`src/design/brret_pkg.sv`:
```
package brret_pkg;
  // ---------------------------------------------------------------
  // register map (byte addresses)
  // ---------------------------------------------------------------
  localparam int ADDR_W = 8;
  localparam logic [ADDR_W-1:0] OFF_PC = 8'h00;
  localparam logic [ADDR_W-1:0] OFF_PS = 8'h04;
  localparam logic [ADDR_W-1:0] OFF_RP = 8'h08;
  localparam logic [ADDR_W-1:0] OFF_SSP = 8'h0C;
  localparam logic [ADDR_W-1:0] OFF_USP = 8'h10;
  localparam logic [ADDR_W-1:0] OFF_STATUS = 8'h14;
  localparam logic [1:0] RESP_OKAY = 2'h0;
  localparam logic [1:0] RESP_SLVERR = 2'h2;
  // ---------------------------------------------------------------
  // program status word layout
  // ---------------------------------------------------------------
  localparam int PS_ILM_LO = 16;
  localparam int PS_ILM_HI = 20;
  localparam int ILM_UPPER = 4;
  localparam int CCR_S = 5;
  localparam int CCR_N = 3;
  localparam int CCR_C = 0;
  // ---------------------------------------------------------------
  // reset values and steps
  // ---------------------------------------------------------------
  localparam logic [31:0] PC_RST = 32'h0000_0000;
  localparam logic [31:0] PS_RST = 32'h0000_0000;
  localparam logic [31:0] SP_RST = 32'h0000_0000;
  localparam logic [31:0] STACK_STEP = 32'h0000_0004;
  localparam logic [31:0] INSN_STEP = 32'h0000_0002;
  localparam logic [31:0] RET_STEP = 32'h0000_0004;
  // ---------------------------------------------------------------
  // opcodes
  // ---------------------------------------------------------------
  localparam logic [15:0] OPC_RETURN_FROM_INTERRUPT = 16'h9730;
  localparam logic [11:0] OPC_JMPD = 12'h9F0;
  localparam logic [11:0] OPC_CALLRD = 12'h9F1;
  localparam logic [3:0] OPC_BCC = 4'hE;
  localparam logic [3:0] OPC_BCCD = 4'hF;
  localparam logic [4:0] OPC_CALLD = 5'h1B;
  // ---------------------------------------------------------------
  // condition codes
  // ---------------------------------------------------------------
  localparam logic [3:0] CC_RA = 4'h0, CC_NO = 4'h1, CC_EQ = 4'h2, CC_NE = 4'h3;
  localparam logic [3:0] CC_C = 4'h4, CC_NC = 4'h5, CC_N = 4'h6, CC_P = 4'h7;
  localparam logic [3:0] CC_V = 4'h8, CC_NV = 4'h9, CC_LT = 4'hA, CC_GE = 4'hB;
  localparam logic [3:0] CC_LE = 4'hC, CC_GT = 4'hD, CC_LS = 4'hE, CC_HI = 4'hF;

  typedef enum logic [2:0] {
    ST_IDLE, ST_BR_TAKEN, ST_RETURN_FROM_INTERRUPT_START, ST_POP_PC, ST_POP_PS, ST_RETURN_FROM_INTERRUPT_END
  } brret_state_e;
endpackage

```
`src/design/brret_cond_if.sv`:
```
`timescale 1ns/1ns
interface brret_cond_if;
  logic [3:0] cc;
  logic n;
  logic z;
  logic v;
  logic c;
  logic taken;
  modport eval (input cc, input n, input z, input v, input c, output taken);
  modport user (output cc, output n, output z, output v, output c, input taken);
endinterface

```
`src/design/brret_exec.sv`:
```
`timescale 1ns/1ns
// How it works
// - return from interrupt pops pc then status, stack pointer plus 4 each pop
// - return from interrupt has no delay slot; next instruction waits
// - level mask 16..31 adds 16 to a popped level 0..15
// - level mask 0..15 loads the popped level unchanged
// - popped status word sets stack select, enable and the four flags
// - return from interrupt takes two core cycles plus two memory accesses
// - taken branch target is own address plus 2 plus doubled short displacement
// - codes 0..7: always, never, Z, !Z, C, !C, N, !N
// - codes 8..15: V, !V, V^N, !(V^N), (V^N)|Z, negation, C|Z, !(C|Z)
// - false condition continues with the following instruction
// - plain branch has no slot; 2 cycles taken, 1 not taken
// - branch, jump and call leave N, Z, V and C unchanged
// - delayed jump loads pc from the source register, with a delay slot
// - the one delay-slot instruction runs before the branch target
// - delayed relative call: return pointer own+4, target own+2+doubled long disp
// - delayed register call: return pointer own+4, target from source register
// - delayed jump and calls issue in one cycle besides the slot
// - stack select clear makes the system stack pointer the active one
// - return address popped first, status word second
module brret_exec (
  input wire logic I_CLK,
  input wire logic I_RST_N,
  input wire logic [brret_pkg::ADDR_W-1:0] I_AWADDR,
  input wire logic I_AWVALID,
  output logic O_AWREADY,
  input wire logic [31:0] I_WDATA,
  input wire logic [3:0] I_WSTRB,
  input wire logic I_WVALID,
  output logic O_WREADY,
  output logic [1:0] O_BRESP,
  output logic O_BVALID,
  input wire logic I_BREADY,
  input wire logic [brret_pkg::ADDR_W-1:0] I_ARADDR,
  input wire logic I_ARVALID,
  output logic O_ARREADY,
  output logic [31:0] O_RDATA,
  output logic [1:0] O_RRESP,
  output logic O_RVALID,
  input wire logic I_RREADY,
  input wire logic I_INSN_VALID,
  input wire logic [15:0] I_INSN,
  input wire logic [31:0] I_SRC_REG,
  output logic O_INSN_READY,
  output logic [31:0] O_PC,
  output logic [31:0] O_RETURN_POINTER,
  output logic O_STK_REQ,
  output logic [31:0] O_STK_ADDR,
  input wire logic I_STK_ACK,
  input wire logic [31:0] I_STK_DATA
);
  import brret_pkg::*;

  // ---------------------------------------------------------------
  // state
  // ---------------------------------------------------------------
  brret_state_e state_q, state_d;
  logic [31:0] pc_q, pc_d, ps_q, ps_d, rp_q, rp_d;
  logic [31:0] ssp_q, ssp_d, usp_q, usp_d;
  logic [31:0] tgt_q, tgt_d, stk_addr_q, stk_addr_d;
  logic slot_q, slot_d, use_usp_q, use_usp_d;
  logic aw_held_q, w_held_q, bvalid_q, rvalid_q;
  logic [ADDR_W-1:0] awaddr_q;
  logic [31:0] wdata_q, rdata_q;
  logic [3:0] wstrb_q;
  logic [1:0] bresp_q, rresp_q;

  // ---------------------------------------------------------------
  // decode
  // ---------------------------------------------------------------
  wire issue = I_INSN_VALID && O_INSN_READY;
  wire dec_ok = issue && !slot_q;
  wire is_return_from_interrupt = dec_ok && (I_INSN == OPC_RETURN_FROM_INTERRUPT);
  wire is_bcc = dec_ok && (I_INSN[15:12] == OPC_BCC);
  wire is_bccd = dec_ok && (I_INSN[15:12] == OPC_BCCD);
  wire is_calld = dec_ok && (I_INSN[15:11] == OPC_CALLD);
  wire is_jmpd = dec_ok && (I_INSN[15:4] == OPC_JMPD);
  wire is_callrd = dec_ok && (I_INSN[15:4] == OPC_CALLRD);
  wire [31:0] disp8 = {{23{I_INSN[7]}}, I_INSN[7:0], 1'b0};
  wire [31:0] disp11 = {{20{I_INSN[10]}}, I_INSN[10:0], 1'b0};
  wire [31:0] pc_next = pc_q + INSN_STEP;
  wire [31:0] br_tgt = pc_next + disp8;
  wire [31:0] call_tgt = pc_next + disp11;
  wire [31:0] ret_addr = pc_q + RET_STEP;
  wire cond_taken;
  wire pop_ack = I_STK_ACK && (state_q == ST_POP_PC || state_q == ST_POP_PS);
  wire [4:0] ilm_pop = I_STK_DATA[PS_ILM_HI:PS_ILM_LO];
  wire ilm_high = ps_q[PS_ILM_LO+ILM_UPPER];
  wire [4:0] ilm_new = {ilm_pop[ILM_UPPER] | ilm_high, ilm_pop[ILM_UPPER-1:0]};

  brret_cond_if cif ();
  assign cif.cc = I_INSN[11:8];
  assign cif.n = ps_q[CCR_N];
  assign cif.z = ps_q[CCR_N-1];
  assign cif.v = ps_q[CCR_C+1];
  assign cif.c = ps_q[CCR_C];
  assign cond_taken = cif.taken;
  brret_cond u_cond (.cif(cif));

  // ---------------------------------------------------------------
  // register bus decode
  // ---------------------------------------------------------------
  wire wr_fire = aw_held_q && w_held_q && !bvalid_q;
  wire wr_pc = wr_fire && awaddr_q == OFF_PC;
  wire wr_ps = wr_fire && awaddr_q == OFF_PS;
  wire wr_rp = wr_fire && awaddr_q == OFF_RP;
  wire wr_ssp = wr_fire && awaddr_q == OFF_SSP;
  wire wr_usp = wr_fire && awaddr_q == OFF_USP;
  wire wr_hit = wr_pc | wr_ps | wr_rp | wr_ssp | wr_usp | (awaddr_q == OFF_STATUS);
  wire [31:0] wmask = {{8{wstrb_q[3]}}, {8{wstrb_q[2]}}, {8{wstrb_q[1]}}, {8{wstrb_q[0]}}};
  wire rd_fire = I_ARVALID && O_ARREADY;
  wire busy = state_q != ST_IDLE;
  wire [31:0] status_w = {30'h0000_0000, slot_q, busy};
  wire rd_hit = I_ARADDR == OFF_PC || I_ARADDR == OFF_PS || I_ARADDR == OFF_RP
             || I_ARADDR == OFF_SSP || I_ARADDR == OFF_USP || I_ARADDR == OFF_STATUS;
  wire [31:0] rd_mux = I_ARADDR == OFF_PC ? pc_q :
                       I_ARADDR == OFF_PS ? ps_q :
                       I_ARADDR == OFF_RP ? rp_q :
                       I_ARADDR == OFF_SSP ? ssp_q :
                       I_ARADDR == OFF_USP ? usp_q :
                       I_ARADDR == OFF_STATUS ? status_w : 32'h0000_0000;

  assign O_AWREADY = !aw_held_q && !bvalid_q;
  assign O_WREADY = !w_held_q && !bvalid_q;
  assign O_BVALID = bvalid_q;
  assign O_BRESP = bresp_q;
  assign O_ARREADY = !rvalid_q;
  assign O_RVALID = rvalid_q;
  assign O_RDATA = rdata_q;
  assign O_RRESP = rresp_q;
  assign O_INSN_READY = state_q == ST_IDLE;
  assign O_PC = pc_q;
  assign O_RETURN_POINTER = rp_q;
  assign O_STK_REQ = state_q == ST_POP_PC || state_q == ST_POP_PS;
  assign O_STK_ADDR = stk_addr_q;

  // ---------------------------------------------------------------
  // next state
  // ---------------------------------------------------------------
  always_comb begin
    state_d = state_q;
    pc_d = wr_pc ? (pc_q & ~wmask) | (wdata_q & wmask) : pc_q;
    ps_d = wr_ps ? (ps_q & ~wmask) | (wdata_q & wmask) : ps_q;
    rp_d = wr_rp ? (rp_q & ~wmask) | (wdata_q & wmask) : rp_q;
    ssp_d = wr_ssp ? (ssp_q & ~wmask) | (wdata_q & wmask) : ssp_q;
    usp_d = wr_usp ? (usp_q & ~wmask) | (wdata_q & wmask) : usp_q;
    tgt_d = tgt_q;
    slot_d = slot_q;
    stk_addr_d = stk_addr_q;
    use_usp_d = use_usp_q;
    unique case (state_q)
      ST_IDLE: begin
        if (issue && slot_q) begin
          pc_d = tgt_q;
          slot_d = 1'b0;
        end else if (is_return_from_interrupt) begin
          state_d = ST_RETURN_FROM_INTERRUPT_START;
        end else if (is_bcc) begin
          if (cond_taken) begin
            pc_d = br_tgt;
            state_d = ST_BR_TAKEN;
          end else begin
            pc_d = pc_next;
          end
        end else if (is_bccd) begin
          pc_d = pc_next;
          slot_d = cond_taken;
          tgt_d = br_tgt;
        end else if (is_calld) begin
          pc_d = pc_next;
          rp_d = ret_addr;
          tgt_d = call_tgt;
          slot_d = 1'b1;
        end else if (is_jmpd || is_callrd) begin
          pc_d = pc_next;
          tgt_d = I_SRC_REG;
          slot_d = 1'b1;
          if (is_callrd) begin
            rp_d = ret_addr;
          end
        end else if (issue) begin
          pc_d = pc_next;
        end
      end
      ST_BR_TAKEN: state_d = ST_IDLE;
      ST_RETURN_FROM_INTERRUPT_START: begin
        use_usp_d = ps_q[CCR_S];
        stk_addr_d = ps_q[CCR_S] ? usp_q : ssp_q;
        state_d = ST_POP_PC;
      end
      ST_POP_PC: begin
        if (I_STK_ACK) begin
          pc_d = I_STK_DATA;
          stk_addr_d = stk_addr_q + STACK_STEP;
          state_d = ST_POP_PS;
        end
      end
      ST_POP_PS: begin
        if (I_STK_ACK) begin
          ps_d = I_STK_DATA;
          ps_d[PS_ILM_HI:PS_ILM_LO] = ilm_new;
          stk_addr_d = stk_addr_q + STACK_STEP;
          state_d = ST_RETURN_FROM_INTERRUPT_END;
        end
      end
      ST_RETURN_FROM_INTERRUPT_END: begin
        if (use_usp_q) begin
          usp_d = stk_addr_q;
        end else begin
          ssp_d = stk_addr_q;
        end
        state_d = ST_IDLE;
      end
    endcase
  end

  // ---------------------------------------------------------------
  // core registers
  // ---------------------------------------------------------------
  always_ff @(posedge I_CLK) begin
    if (!I_RST_N) begin
      state_q <= ST_IDLE;
      pc_q <= PC_RST;
      ps_q <= PS_RST;
      rp_q <= PC_RST;
      ssp_q <= SP_RST;
      usp_q <= SP_RST;
      tgt_q <= PC_RST;
      stk_addr_q <= SP_RST;
      slot_q <= 1'b0;
      use_usp_q <= 1'b0;
    end else begin
      state_q <= state_d;
      pc_q <= pc_d;
      ps_q <= ps_d;
      rp_q <= rp_d;
      ssp_q <= ssp_d;
      usp_q <= usp_d;
      tgt_q <= tgt_d;
      stk_addr_q <= stk_addr_d;
      slot_q <= slot_d;
      use_usp_q <= use_usp_d;
    end
  end

  // ---------------------------------------------------------------
  // register bus slave
  // ---------------------------------------------------------------
  always_ff @(posedge I_CLK) begin
    if (!I_RST_N) begin
      aw_held_q <= 1'b0;
      w_held_q <= 1'b0;
      bvalid_q <= 1'b0;
      awaddr_q <= OFF_PC;
      wdata_q <= 32'h0000_0000;
      wstrb_q <= 4'h0;
      bresp_q <= RESP_OKAY;
    end else begin
      if (I_AWVALID && O_AWREADY) begin
        aw_held_q <= 1'b1;
        awaddr_q <= I_AWADDR;
      end
      if (I_WVALID && O_WREADY) begin
        w_held_q <= 1'b1;
        wdata_q <= I_WDATA;
        wstrb_q <= I_WSTRB;
      end
      if (wr_fire) begin
        aw_held_q <= 1'b0;
        w_held_q <= 1'b0;
        bvalid_q <= 1'b1;
        bresp_q <= wr_hit ? RESP_OKAY : RESP_SLVERR;
      end else if (bvalid_q && I_BREADY) begin
        bvalid_q <= 1'b0;
      end
    end
  end

  always_ff @(posedge I_CLK) begin
    if (!I_RST_N) begin
      rvalid_q <= 1'b0;
      rdata_q <= 32'h0000_0000;
      rresp_q <= RESP_OKAY;
    end else if (rd_fire) begin
      rvalid_q <= 1'b1;
      rdata_q <= rd_mux;
      rresp_q <= rd_hit ? RESP_OKAY : RESP_SLVERR;
    end else if (rvalid_q && I_RREADY) begin
      rvalid_q <= 1'b0;
    end
  end

  // ---------------------------------------------------------------
  // assertions
  // ---------------------------------------------------------------
  property p_pop_pc;
    @(posedge I_CLK) disable iff (!I_RST_N)
    (state_q == ST_POP_PC && I_STK_ACK) |=>
      pc_q == $past(I_STK_DATA) && stk_addr_q == $past(stk_addr_q) + STACK_STEP;
  endproperty
  a_pop_pc: assert property (p_pop_pc) else $error("pc pop wrong");

  property p_return_from_interrupt_no_slot;
    @(posedge I_CLK) disable iff (!I_RST_N)
    is_return_from_interrupt |=> !O_INSN_READY [*3];
  endproperty
  a_return_from_interrupt_no_slot: assert property (p_return_from_interrupt_no_slot) else $error("return_from_interrupt slot taken");

  property p_ilm_clamp;
    @(posedge I_CLK) disable iff (!I_RST_N)
    (state_q == ST_POP_PS && I_STK_ACK && ilm_high) |=> ps_q[PS_ILM_LO+ILM_UPPER];
  endproperty
  a_ilm_clamp: assert property (p_ilm_clamp) else $error("level mask left upper half");

  property p_ilm_free;
    @(posedge I_CLK) disable iff (!I_RST_N)
    (state_q == ST_POP_PS && I_STK_ACK && !ilm_high) |=>
      ps_q[PS_ILM_HI:PS_ILM_LO] == $past(ilm_pop);
  endproperty
  a_ilm_free: assert property (p_ilm_free) else $error("level mask altered");

  property p_flags_pop;
    @(posedge I_CLK) disable iff (!I_RST_N)
    (state_q == ST_POP_PS && I_STK_ACK) |=>
      ps_q[CCR_S:CCR_C] == $past(I_STK_DATA[CCR_S:CCR_C]) ##1 O_INSN_READY;
  endproperty
  a_flags_pop: assert property (p_flags_pop) else $error("flags not restored");

  property p_bcc_taken;
    @(posedge I_CLK) disable iff (!I_RST_N)
    (is_bcc && cond_taken) |=> pc_q == $past(br_tgt) && !O_INSN_READY ##1 O_INSN_READY;
  endproperty
  a_bcc_taken: assert property (p_bcc_taken) else $error("taken branch wrong");

  property p_bcc_not;
    @(posedge I_CLK) disable iff (!I_RST_N)
    (is_bcc && !cond_taken && !wr_pc) |=> pc_q == $past(pc_q) + INSN_STEP && O_INSN_READY;
  endproperty
  a_bcc_not: assert property (p_bcc_not) else $error("untaken branch wrong");

  property p_flags_keep;
    @(posedge I_CLK) disable iff (!I_RST_N)
    ((is_bcc || is_bccd || is_calld || is_jmpd || is_callrd) && !wr_ps) |=>
      ps_q[CCR_N:CCR_C] == $past(ps_q[CCR_N:CCR_C]);
  endproperty
  a_flags_keep: assert property (p_flags_keep) else $error("flags changed");

  property p_slot;
    @(posedge I_CLK) disable iff (!I_RST_N)
    (is_jmpd && !wr_pc) |=> slot_q && pc_q == $past(pc_q) + INSN_STEP && tgt_q == $past(I_SRC_REG);
  endproperty
  a_slot: assert property (p_slot) else $error("delay slot skipped");

  property p_call_rp;
    @(posedge I_CLK) disable iff (!I_RST_N)
    is_calld |=> rp_q == $past(pc_q) + RET_STEP && tgt_q == $past(call_tgt) && O_INSN_READY;
  endproperty
  a_call_rp: assert property (p_call_rp) else $error("call return pointer wrong");

  c_return_from_interrupt: cover property (@(posedge I_CLK) disable iff (!I_RST_N) state_q == ST_RETURN_FROM_INTERRUPT_END);
  c_bcc: cover property (@(posedge I_CLK) disable iff (!I_RST_N) is_bcc && cond_taken);
  c_slot: cover property (@(posedge I_CLK) disable iff (!I_RST_N) issue && slot_q);
endmodule

```
`src/design/brret_cond.sv`:
```
`timescale 1ns/1ns
module brret_cond (
  brret_cond_if.eval cif
);
  import brret_pkg::*;

  always_comb begin
    unique case (cif.cc)
      CC_RA: cif.taken = 1'b1;
      CC_NO: cif.taken = 1'b0;
      CC_EQ: cif.taken = cif.z;
      CC_NE: cif.taken = !cif.z;
      CC_C: cif.taken = cif.c;
      CC_NC: cif.taken = !cif.c;
      CC_N: cif.taken = cif.n;
      CC_P: cif.taken = !cif.n;
      CC_V: cif.taken = cif.v;
      CC_NV: cif.taken = !cif.v;
      CC_LT: cif.taken = cif.v ^ cif.n;
      CC_GE: cif.taken = !(cif.v ^ cif.n);
      CC_LE: cif.taken = (cif.v ^ cif.n) | cif.z;
      CC_GT: cif.taken = !((cif.v ^ cif.n) | cif.z);
      CC_LS: cif.taken = cif.c | cif.z;
      CC_HI: cif.taken = !(cif.c | cif.z);
    endcase
  end
endmodule

```
`config.mk`:
```
export PLATFORM = sky130hd
export DESIGN_NAME = brret_exec
export DESIGN_NICKNAME = d
export VERILOG_FILES = /design/src/design/brret_pkg.sv /design/src/design/brret_cond_if.sv /design/src/design/brret_exec.sv /design/src/design/brret_cond.sv
export SDC_FILE = /design/constraint.sdc
export NUM_CORES = 1
export LEC_CHECK = 0
export ABC_CLOCK_PERIOD_IN_PS = 5900
export BUFFER_PORTS_ARGS = -buffer_cell sky130_fd_sc_hd__buf_2
export CORE_UTILIZATION = 36
export DETAILED_ROUTE_END_ITERATION = 16
export PLACE_DENSITY_LB_ADDON = 0.2
export SLEW_MARGIN = 10
export SYNTH_ARGS = -nofsm -noshare
export SYNTH_HDL_FRONTEND = slang
export SYNTH_SLANG_ARGS = --single-unit
```
`constraint.sdc`:
```
create_clock -name I_CLK -period 5.9 [get_ports I_CLK]
set_input_delay 0.295 -clock I_CLK [delete_from_list [all_inputs] [get_ports I_CLK]]
set_output_delay 0.295 -clock I_CLK [all_outputs]
set_load 0.02 [all_outputs]
```
## Word-level counts from Yosys, hierarchy flattened

Cells that the tools add are included.

| storage, ports and cells | value |
|---|---|
| register bits after elaboration | 313 |
| output and inout bits | 139 |

| operators by class | value |
|---|---|
| eq/ne operators | 44 |
| muxes and demuxes | 61 |
| reduce and logical (&&, ||, !) cells | 59 |
| $add $sub $neg | 5 |
| bitwise operators | 25 |

Operators by type and width:

| kind | count |
|---|---|
| $mux 32 | 38 |
| $and 32x32->32 | 6 |
| $or 32x32->32 | 5 |
| $pmux 32 s2 | 2 |
| $add 32x3->32 const B | 2 |
| $add 32x32->32 | 2 |
| $eq 4x4->1 const B | 10 |
| $add 32x2->32 const B | 1 |
| $eq 8x4->1 const B | 4 |
| $eq 8x5->1 const B | 4 |
| $not 32->32 | 1 |
| $eq 12x12->1 const B | 2 |
| $logic_and 1x1->1 | 23 |
| $mux 3 | 6 |
| $eq 16x16->1 const B | 1 |
| $eq 4x3->1 const B | 4 |
| $eq 8x3->1 const B | 2 |
| $logic_not 8->1 | 2 |
| $pmux 1 s16 | 1 |
| $pmux 3 s5 | 1 |
| $logic_not 1->1 | 12 |
| $mux 1 | 10 |
| $reduce_and 5->1 | 2 |
| $eq 4x2->1 const B | 2 |
| other kinds (21) | 51 |

## Depth between registers and ports, before layout

Gate-level depths: netlist of the first run.

| logic depth | value |
|---|---|
| depth after elaboration | 12 |
| mapped depth | 19 |

## Hierarchy

Synthesis of the first run repeated with hierarchy kept, for this count alone.

| unflattened totals | value |
|---|---|
| cell total of the unflattened synthesis | 2726 |
| area, all modules | 20390.8 µm² |

By module, submodules not included:

| module | cells each | area each (µm²) | times used |
|---|---|---|---|
| brret_exec | 2702 | 20226.9 | 1 |
| brret_cond | 24 | 163.9 | 1 |

## Least setup slack after synthesis of the first run

Ideal clock, no wire load.

| timing | value |
|---|---|
| path kind | reg2reg |
| from | register pc_q[2], in the netlist O_PC[2] |
| to | register tgt_q[24] |
| arrival time | 4.237 ns |
| stages on the path, launching flop included | 17 |
| path slack | 1.605 ns |
| period minus slack after synthesis | 4.295 ns |
| path through | dfxtp_1 > ha_1 > nand3_1 > nor4_1 > and3_1 > buf_2 > nand3_1 > xnor2_1 > ha_1 > and2_1 > a2111o_1 > a31oi_1 > o31ai_1 > a211o_1 > and4_1 > a2111oi_0 > a21o_1 |

| between the ends | value |
|---|---|
| longest elaborated chain between the ends | 4 |
| elaborated cells between the ends (all ways) | 5 |
| those cells by class | add/sub: 3; mux: 2 |

Ends and longest elaborated chain:

| item | RTL line | text |
|---|---|---|
| from (decl) | brret_exec.sv:59 | `logic [31:0] pc_q, pc_d, ps_q, ps_d, rp_q, rp_d;` |
| from (signal assigned) | brret_exec.sv:235 | `pc_q <= pc_d;` |
| $add 32x2->32 (*) | brret_exec.sv:82 | `wire [31:0] pc_next = pc_q + INSN_STEP;` |
| $add 32x32->32 | brret_exec.sv:84 | `wire [31:0] call_tgt = pc_next + disp11;` |
| $mux 32 | brret_exec.sv:170 | `end else if (is_calld) begin` |
| $mux 32 (*) | brret_exec.sv:166 | `end else if (is_bccd) begin` |
| to (signal assigned) | brret_exec.sv:240 | `tgt_q <= tgt_d;` |
| to (decl) | brret_exec.sv:61 | `logic [31:0] tgt_q, tgt_d, stk_addr_q, stk_addr_d;` |

Mark *: on every way between the ends. The rest lies on a longest branch, timed or not.
A chain may end at the register's enable or synchronous reset.

## Worst setup path in the final report of the first run

| timing | value |
|---|---|
| from | register pc_q[3], in the netlist O_PC[3] |
| to | register pc_q[30], in the netlist O_PC[30] |

| between the ends | value |
|---|---|
| longest elaborated chain between the ends | 9 |
| elaborated cells between the ends (all ways) | 11 |
| those cells by class | add/sub: 2; mux: 9 |

Ends and longest elaborated chain:

| item | RTL line | text |
|---|---|---|
| $add 32x2->32 (*) | brret_exec.sv:82 |  |
| branches (longest 4 deep; another with $add 32x32->32) | -- |  |
| $mux 32 (*) | brret_exec.sv:159 | `end else if (is_bcc) begin` |
| $mux 32 (*) | brret_exec.sv:157 | `end else if (is_return_from_interrupt) begin` |
| $mux 32 (*) | brret_exec.sv:154 | `if (issue && slot_q) begin` |
| $pmux 32 s2 (*) | brret_exec.sv:152 | `unique case (state_q)` |

Mark *: on every way between the ends.

==> impl_metrics.csv, run 1 <==
group,metric,value,unit
sta,post-route-min-period,5280,ps
layout,fillers,5837,
global_route,use_met3,4.68,%
sta,finClkSkew,13.6,ps
sta,period_share,89.4,%
synthesis,synth.distinct_cells,88,
clocking,post_cts_resized,0,
global_route,grt_max_degree,79,
synthesis,synthAdderAreaFrac,3.52,%
route,initialDrtViolationCount,2309,
die,num_rows,87,
route,drtAntennaViolNets,0,
sta,grt_setup_unrepaired,"false",
route,vias,22400,
synthesis,yosys.area_share.simple,22.1,%
die,core_region_area,56800,um^2
power_and_ir_drop,p_leak,10.4,nW
global_route,grt_usage,28.2,%
global_route,grt_first_pass_wirelength,129,mm
sta,slew_headroom,16.0,%
clocking,cts-buffers-inserted,38,
layout,syn_to_final_growth,16.0,%
route,drc,0,
die,io_pins,280,
outcome,status,"complete, no violations",
clocking,ctsHtreeMaxLevel,2,
die,start_util,36.7,%
place,placed_area,22600,um^2
setup_path,worstPathMaxFanout,9,
power_and_ir_drop,powerDensity,230,nW/um^2
setup_path,start_kind,"register",
synthesis,syn_area,20800,um^2
clocking,cts-hold-fix-buffers,31,
setup_path,r2r_cells,17,
global_route,grt-ovfl-total,0,
synthesis,netlist_instances,2753,
setup_path,crit_path_end_kind,"register",
clocking,clock_latency,560,ps
synthesis,synth_xor_xnor_area_share,4.50,%
synthesis,muxShareOfSynthArea,4.92,%
layout,fin_area,24200,um^2
die,dieWidth,243,um
worst_hold_path,min_to,"tgt_q[3]$_SDFFE_PN0P_",
clocking,post-cts-setup-buffers,0,
layout,nNetsFinal,3103,
global_route,use_met2,42.3,%
power_and_ir_drop,peakVddDrop,146,uV
synthesis,synth_top_area_share,29.9,%
synthesis,synth_edf_count,0,
synthesis,postSynthAreaPerCell,7.57,um^2
die,die_area,58900,um^2
synthesis,synth_top_family_by_area,"compound AO/OA/AOI/OAI gates",
layout,drive_above_1_share,15.8,%
sta,max_freq,190,MHz
global_route,antenna_found_initial,0,
synthesis,ys_seq_elements,311,
clocking,root_buffer,"clkbuf_16",
clocking,clkSlewWorstSetupHoldPaths,60,ps
global_route,grt_pass1_vias,20500,
route,drt-wirelength-per-cell,23.6,um
sta,worstMarginPinSlew,1260,ps
worst_hold_path,hold_depth,3,
setup_path,worst-setup-path-type,"reg -> reg",
place,portBuffers,277,
setup_path,crit_required,6340,ps
sta,hold_viol,0,
route,dr.pass1.iters,6,
place,dp_hpwl,65.2,mm
sta,hold-worst-slack,16.2,ps
synthesis,async_flop_share,0,%
layout,n_antenna_cell,0,
synthesis,synth_ff_type,"dfxtp_1",
synthesis,synth_seq_area_share,29.9,%
die,fp.dieH,243,um
place,gp_congestion,0.947,
synthesis,synth_area_leaders,"dfxtp_1, nand2_1, nand3_1",
worst_hold_path,hp-class,"in -> reg",
route,finalWirelength,87.1,mm
worst_hold_path,hp-start,"I_SRC_REG[3]",
setup_path,regToRegStartpoint,"O_PC[3]$_SDFF_PN0_",
job,drv_cap,0,
sta,setup_viol,0,
sta,fin_setup_tns,0,ps
clocking,cts_tree,"built",
global_route,grtUsageMet1,40.4,%
sta,drv_slew,0,
setup_path,worst_r2r_endpoint,"O_PC[30]$_SDFF_PN0_",
setup_path,cp_data_arrival_time,5720,ps
clocking,cts.sinks,311,
route,vias_per_cell,6.09,
synthesis,synth_compound_area_share,30.0,%
setup_path,rrSetupSlack,620,ps
synthesis,ys_warn_count,0,
synthesis,yosys.area.top_type,"dfxtp_1",
global_route,grt.busiest_layer,"met2",
clocking,clock_path_buffers,3,
==> worst max-delay path by stage <==
stage	startpoint	slack [ps]	endpoint
floorplan	O_PC[2]$_SDFF_PN0_	1600	tgt_q[24]$_SDFFE_PN0P_
global placement	O_PC[1]$_SDFF_PN0_	980	tgt_q[24]$_SDFFE_PN0P_
detailed placement	O_PC[1]$_SDFF_PN0_	840	tgt_q[24]$_SDFFE_PN0P_
CTS	O_PC[1]$_SDFF_PN0_	840	tgt_q[24]$_SDFFE_PN0P_
global route	O_PC[3]$_SDFF_PN0_	430	tgt_q[29]$_SDFFE_PN0P_
finish	O_PC[3]$_SDFF_PN0_	620	O_PC[30]$_SDFF_PN0_
==> cell type report <==
class / count / area, um^2 / area share (%)
Tap cell: 756 / 946 / 3.91
Inverter: 30 / 115 / 0.476
Timing Repair Buffer: 352 / 2030 / 8.39
Multi-Input combinational cell: 2171 / 13600 / 56.2
Sequential cell: 311 / 6230 / 25.8
Clock buffer: 59 / 1190 / 4.94
Clock inverter: 9 / 75.1 / 0.310
==> cells in the mapped netlist (25+ instances only) <==
cell type	instances
a211oi_1	28
clkbuf_1	207
o22ai_1	34
nand2_1	405
o211a_1	72
a311oi_1	98
xor2_1	42
nand3_1	208
mux2_2	35
o21ai_0	156
a21o_1	32
a21boi_0	49
mux2i_1	63
and3_1	25
dfxtp_1	311
xnor2_1	65
ha_1	57
nor2_1	250
o221ai_1	41
a21oi_1	161
a22oi_1	69
inv_1	27
==> worst max-delay path, cell delays in order (launching register included) <==
cell and delay [ps]:
dfxtp_1 530, ha_1 310, nand3_1 210, nor4_1 440, buf_4 210, and3_1 320, nand4_1 270, xnor2_1 610
ha_1 330, nand2_1 120, o21ai_0 390, or3_1 180, o21ai_0 80, a21oi_1 290, a31oi_1 160, xnor2_1 190
a221o_1 320, a22o_1 190
==> logic make-up after synthesis <==
group / after synthesis
DFF: 311
other: 1
and+or+nand+nor: 1023
xor gates and xnor gates: 107
adders and majority gates: 58
AOI/OAI and AO/OA: 883
buffers and inverters: 272
muxes: 98
==> registers in the layout, summed over array words and instances, names as in the netlist, 3 cells and up <==
register / count
O_PC: 32
O_RDATA: 32
O_RETURN_POINTER: 32
O_STK_ADDR: 32
awaddr_q: 8
ps_q: 32
ssp_q: 32
state_q: 3
tgt_q: 32
usp_q: 32
wdata_q: 32
wstrb_q: 4
==> per-layer routing <==
metal | vias to the layer above | wire length (um)
met2 | 1087 | 37300
met4 | 0 | 2940
met5 | - | 0
met1 | 10800 | 39200
met3 | 151 | 7620
li1 | 10500 | -
==> placed cells by master (no fill, tap or decap), types with 35 or more instances in the layout <==
cell         n
ha_1        57
nor2_1     246
buf_4       45
mux2i_1     63
o221ai_1    41
a21boi_0    49
mux2_2      35
xnor2_1     65
a21oi_1    160
xor2_1      42
buf_2      276
nand3_1    208
a22oi_1     69
clkbuf_16   41
dfxtp_1    310
nand2_1    404
o211a_1     72
a311oi_1    98
o21ai_0    154
==> report_power, final <==
group | leakage (nW) | switching, W | internal, W | total [W]
clock | 0.624 | 0.000976 | 0.00143 | 0.00241
combinational | 7.25 | 0.000574 | 0.000320 | 0.000893
sequential | 2.52 | 0.000108 | 0.00216 | 0.00227
total | 10.4 | 0.00166 | 0.00391 | 0.00557
==> through the flow <==
step,instances,setup slack (ps),power (W),utilization [%]
final,3688,624,0.00557,42.6
after global routing,3688,430,0.00575,42.6
after CTS,3688,843,0.00558,42.6
after detailed placement,3589,839,0.00317,39.8
after global placement,3589,977,0.00316,39.8
after floorplan,2754,1600,0.00283,-
Power figures use the tool's default switching activity.
==> run 2: changes to the inputs <==
--- a/config.mk
+++ b/config.mk
@@ -10,2 +10,3 @@
 export CORE_UTILIZATION = 36
+export CTS_CLUSTER_SIZE = 20
 export DETAILED_ROUTE_END_ITERATION = 16
==> constraint.sdc (replaced) <==
create_clock -name I_CLK -period 5.9 [get_ports I_CLK]
set_input_delay 0.885 -clock I_CLK [delete_from_list [all_inputs] [get_ports I_CLK]]
set_output_delay 0.885 -clock I_CLK [all_outputs]
set_load 0.02 [all_outputs]
==> run 2 against run 1 <==
Effect of this change:
- sequential power hardly changed
- wire length is 1.7% higher
- die area stayed put
- maximum frequency is 0.91% higher
- power is 0.22% lower
- critical path depth is 2 lower
- critical path type unchanged
- largest power group unchanged
==> impl_metrics.csv, run 2 (synthesis gave the netlist of run 1 again) <==
group,metric,value,unit
setup_path,path_cells,"ha_1 -> nand3_1 -> nor4_2 -> nand2_1 -> nor2_1 -> xor2_1 -> ha_1 -> and2_1 -> a2111o_1 -> a31oi_1 -> o31ai_1 -> a211o_1 -> and4_1 -> a2111oi_0 -> a21o_1",
power_and_ir_drop,powerDensity,233,nW/um^2
setup_path,worstPathMaxFanout,17,
power_and_ir_drop,total_power,0.00556,W
sta,hold_viol,0,
clocking,ctsHtreeMaxLevel,2,
setup_path,crit_required,6410,ps
setup_path,worst-setup-path-type,"reg -> reg",
layout,fillers,5852,
layout,syn_to_final_growth,14.6,%
setup_path,crit_slowest_cell,"dfxtp_1",
layout,nNetsFinal,3078,
power_and_ir_drop,combPwrFrac,16.0,%
sta,hold-worst-slack,458,ps
place,dp_hpwl,67.4,mm
die,num_rows,87,
global_route,grt_first_pass_wirelength,132,mm
clocking,cts_tree,"built",
clocking,clock_latency,560,ps
place,pre_cts_slack,843,ps
die,fp.dieH,243,um
setup_path,cp_data_arrival_time,5740,ps
setup_path,path_delay_family,"compound AO/OA/AOI/OAI gates",
layout,n_antenna_cell,0,
clocking,clkSlewWorstSetupHoldPaths,60,ps
die,dieWidth,243,um
sta,finClkSkew,19.3,ps
route,vias,22100,
sta,setup_ws,672,ps
global_route,grt_pass1_vias,20700,
die,start_util,36.7,%
place,placed_area,22700,um^2
route,drtAntennaViolNets,0,
power_and_ir_drop,peakVddDrop,164,uV
layout,final_common_cell,"nand2_1",
die,core_region_area,56800,um^2
power_and_ir_drop,swShare,30.0,%
job,drv_cap,0,
global_route,grt_usage,28.8,%
route,drt-wirelength-per-cell,24.2,um
die,io_pins,280,
sta,post-route-min-period,5230,ps
clocking,clock_path_buffers,3,
setup_path,slowest_delay,850,ps
clocking,cts-buffers-inserted,37,
sta,worstMarginPinSlew,1260,ps
clocking,post_cts_resized,0,
route,initialDrtViolationCount,2394,
layout,drive_above_1_share,16.1,%
power_and_ir_drop,p_int,0.00389,W
sta,drv_slew,0,
setup_path,worstPathBufferInverterCount,0,
layout,fin_area,23900,um^2
power_and_ir_drop,switchingPower,0.00167,W
place,gp_congestion,0.972,
die,die_area,58900,um^2
route,drc,0,
setup_path,rrSetupSlack,670,ps
route,dr.pass1.iters,6,
global_route,grt-ovfl-total,0,
clocking,cts.sinks,311,
power_and_ir_drop,p_leak,10.3,nW
sta,fin_setup_tns,0,ps
layout,final_cell_mix,"nand2_1, dfxtp_1, buf_2",
route,vias_per_cell,6.04,
sta,slew_headroom,15.8,%
worst_hold_path,hp-class,"reg -> reg",
sta,max_freq,191,MHz
place,portBuffers,277,
route,finalWirelength,88.6,mm
sta,setup_viol,0,
setup_path,crit_path_end_kind,"register",
global_route,antenna_found_initial,1,
global_route,grt_max_degree,86,
clocking,root_buffer,"clkbuf_16",
clocking,cts-hold-fix-buffers,0,
sta,period_share,88.6,%
sta,grt_setup_unrepaired,"false",
outcome,status,"complete, no violations",
clocking,post-cts-setup-buffers,0,
power_and_ir_drop,p_seq_share,40.8,%
setup_path,cpMostUsedCell,"ha_1",
power_and_ir_drop,p_clk_share,43.2,%
setup_path,start_kind,"register",
==> run 2: final timing paths <==
path                          startpoint                     end  cells past startpoint
setup reg to reg      O_PC[1]$_SDFF_PN0_  tgt_q[24]$_SDFFE_PN0P_                     15
hold / removal    tgt_q[16]$_SDFFE_PN0P_  tgt_q[16]$_SDFFE_PN0P_                      2
setup / recovery      O_PC[1]$_SDFF_PN0_  tgt_q[24]$_SDFFE_PN0P_                     15
hold reg to reg   tgt_q[16]$_SDFFE_PN0P_  tgt_q[16]$_SDFFE_PN0P_                      2
==> run 2: area by class of cell <==
type	count	area [um^2]	area share (%)
Multi-Input combinational cell	2171	13600	56.9
Inverter	30	115	0.482
Timing Repair Buffer	328	1770	7.42
Clock inverter	16	186	0.780
Clock buffer	50	1050	4.38
Sequential cell	311	6230	26.1
Tap cell	756	946	3.96
==> run 2: per-layer routing <==
layer  share of wire (%)  up-vias  GRT usage [%]
met3                 8.5      149           5.02
met5                   0        -              0
met4                 3.5        0           10.6
met1                  46    10500           41.6
li1                    -    10400              -
met2                  42     1020           42.4
==> run 2: worst min-delay path: stages (launching register included) <==
cell and delay [ps]:
dfxtp_1 310, nand2_1 50, a2bb2oi_1 50
==> run 2: per-stage QoR <==
step           instances  utilization (%)
2_1_floorplan       2754                -
3_3_place_gp        3596             39.9
3_5_place_dp        3596             39.9
4_1_cts             3662             42.0
5_1_grt             3662             42.0
6_report            3662             42.0
==> run 2: power groups by stage <==
stage / logic (W) / registers [W] / clock network (W)
after floorplan: 0.000545 / 0.00229 / 0
after global placement: 0.000875 / 0.00231 / 0
after detailed placement: 0.000873 / 0.00231 / 0
after CTS: 0.000876 / 0.00226 / 0.00242
after global routing: 0.000957 / 0.00227 / 0.00251
final: 0.000890 / 0.00227 / 0.00240
==> run 3: changes to the inputs <==
- ABC_CLOCK_PERIOD_IN_PS: 5900 -> 4700
- clock period: 5.9 -> 4.7 ns (I/O delays scaled with it)
==> run 3 against run 2 <==
Effect of this change:
- global-route usage increased by 0.46 points
- cell area increased by 1.8%
- sequential power increased by 24%
- combinational power increased by 33%
- utilization increased by 0.77 points
- maximum frequency increased by 18%
- clock skew increased by 0.56 ps
- power increased by 25%
- register-to-register slack got worse by 400 ps
- critical path type unchanged
- largest power group unchanged
==> impl_metrics.csv, run 3 (synthesis gave the netlist of run 1 again) <==
group,metric,value,unit
outcome,status,"complete, no violations",
power_and_ir_drop,peakVddDrop,188,uV
layout,final_cell_mix,"nand2_1, dfxtp_1, buf_2",
sta,fin_setup_tns,0,ps
global_route,grt_first_pass_wirelength,134,mm
setup_path,crit_slowest_cell,"ha_1",
layout,n_antenna_cell,0,
route,initialDrtViolationCount,2578,
setup_path,start_kind,"register",
setup_path,path_delay_family,"compound AO/OA/AOI/OAI gates",
clocking,clock_path_buffers,3,
die,io_pins,280,
setup_path,worstPathMaxFanout,7,
power_and_ir_drop,p_int,0.00481,W
power_and_ir_drop,combPwrFrac,17.0,%
layout,nNetsFinal,3135,
setup_path,slowest_delay,430,ps
clocking,cts-buffers-inserted,38,
global_route,grt_usage,29.3,%
job,drv_cap,0,
place,portBuffers,277,
worst_hold_path,hp-class,"in -> reg",
sta,drv_slew,0,
die,die_area,58900,um^2
place,gp_congestion,0.947,
setup_path,cp_data_arrival_time,4890,ps
sta,slew_headroom,19.7,%
route,drc,0,
sta,max_freq,226,MHz
clocking,ctsHtreeMaxLevel,2,
power_and_ir_drop,p_leak,10.6,nW
power_and_ir_drop,p_seq_share,40.6,%
layout,fin_area,24300,um^2
route,top_layer_used,"met5",
setup_path,worstPathBufferInverterCount,1,
global_route,grt_max_degree,169,
sta,post-route-min-period,4430,ps
power_and_ir_drop,powerDensity,285,nW/um^2
sta,grt_setup_unrepaired,"false",
place,dp_hpwl,68.2,mm
layout,instances_no_fill,3716,
layout,drive_above_1_share,17.9,%
route,vias_per_cell,6.05,
route,drtAntennaViolNets,0,
clocking,cts-hold-fix-buffers,0,
route,drt-wirelength-per-cell,24.1,um
global_route,antenna_found_initial,1,
die,dieWidth,243,um
global_route,grt-ovfl-total,0,
clocking,clock_latency,570,ps
route,vias,22500,
place,dpl.cell_count,3652,
power_and_ir_drop,swShare,30.6,%
setup_path,rrSetupSlack,270,ps
setup_path,crit_required,5160,ps
layout,syn_to_final_growth,16.7,%
sta,period_share,94.3,%
layout,fillers,5854,
route,finalWirelength,89.6,mm
sta,worstMarginPinSlew,1200,ps
route,drt-met1-wl,41.4,mm
die,start_util,36.7,%
global_route,grt_pass1_vias,20800,
route,wl_met3,7.11,mm
route,dr.pass1.iters,6,
clocking,clkSlewWorstSetupHoldPaths,60,ps
die,num_rows,87,
sta,setup_viol,0,
layout,final_common_cell,"nand2_1",
route,met2_length,38.3,mm
setup_path,worst-setup-path-type,"reg -> reg",
setup_path,crit_path_end_kind,"register",
clocking,cts_tree,"built",
power_and_ir_drop,switchingPower,0.00213,W
sta,hold_viol,0,
place,placed_area,23100,um^2
clocking,cts.sinks,311,
setup_path,path_cells,"ha_1 -> nand3_1 -> nor4_1 -> buf_4 -> and3_1 -> nand4_1 -> nor2_1 -> xor2_1 -> ha_1 -> a21o_1 -> a21oi_1 -> o221ai_1 -> a21o_1 -> a31oi_1 -> xnor2_1 -> a221o_1 -> a22o_1",
sta,finClkSkew,19.9,ps
die,fp.dieH,243,um
power_and_ir_drop,p_clk_share,42.5,%
clocking,root_buffer,"clkbuf_16",
die,core_region_area,56800,um^2
==> run 3: changes by cell type in the layout (fill, tap and decap cells not counted), sizes merged <==
cell / change
buf: +56
inv: +1
clkinvlp: -1
clkbuf: -1
clkinv: +1
bufinv: -2
==> run 3: routing by layer <==
metal / track usage [%] / vias up
li1: - / 10500
met1: 42.9 / 10700
met2: 44.0 / 1089
met3: 3.73 / 138
met4: 9.17 / 2
met5: 0 / -
==> run 3: final timing paths <==
| check | from | to | cells after the start |
|---|---|---|---|
| setup / recovery | O_PC[2]$_SDFF_PN0_ | O_PC[30]$_SDFF_PN0_ | 17 |
| hold / removal | I_WDATA[30] | wdata_q[30]$_SDFFE_PN0P_ | 3 |
| setup reg to reg | O_PC[2]$_SDFF_PN0_ | O_PC[30]$_SDFF_PN0_ | 17 |
| hold reg to reg | tgt_q[19]$_SDFFE_PN0P_ | tgt_q[19]$_SDFFE_PN0P_ | 2 |
==> run 3: what timing repair did <==
| action | 4_1_cts | 5_1_grt |
|---|---|---|
| setup buffers | 0 | 0 |
| resized for setup | 0 | 5 |
| hold endpoints to repair | 0 | 0 |
| endpoints found under the setup margin | 0 | 8 |
==> run 3: worst min-delay path, delay by kind of cell <==
family          cells  cell delay [ps]
buf+inv             1              100
compound gates      1               60
simple gates        1               40
==> run 3: cell type report <==
class | count | area (um^2) | share of cell area [%]
Clock buffer | 49 | 1050 | 4.32
Clock inverter | 15 | 148 | 0.607
Inverter | 30 | 115 | 0.473
Multi-Input combinational cell | 2171 | 13600 | 56.0
Sequential cell | 311 | 6230 | 25.6
Tap cell | 756 | 946 | 3.89
Timing Repair Buffer | 384 | 2220 | 9.11
==> run 3: stage by stage <==
| step | setup WS [ps] | utilization (%) | hold slack [ps] | total power [W] |
|---|---|---|---|---|
| global route | 11.1 | 42.8 | 384 | 0.00716 |
| detailed placement | 247 | 40.7 | 441 | 0.00402 |
| global placement | 301 | 40.7 | 439 | 0.00401 |
| CTS | 232 | 42.8 | 363 | 0.00696 |
| floorplan | 405 | - | 420 | 0.00356 |
| finish | 269 | 42.8 | 387 | 0.00694 |
==> run 3: power groups by stage <==
stage / combinational [W] / sequential, W / clock, W
floorplan: 0.000684 / 0.00287 / 0
global placement: 0.00115 / 0.00287 / 0
detailed placement: 0.00115 / 0.00287 / 0
CTS: 0.00116 / 0.00281 / 0.00299
global route: 0.00126 / 0.00282 / 0.00308
finish: 0.00118 / 0.00282 / 0.00295
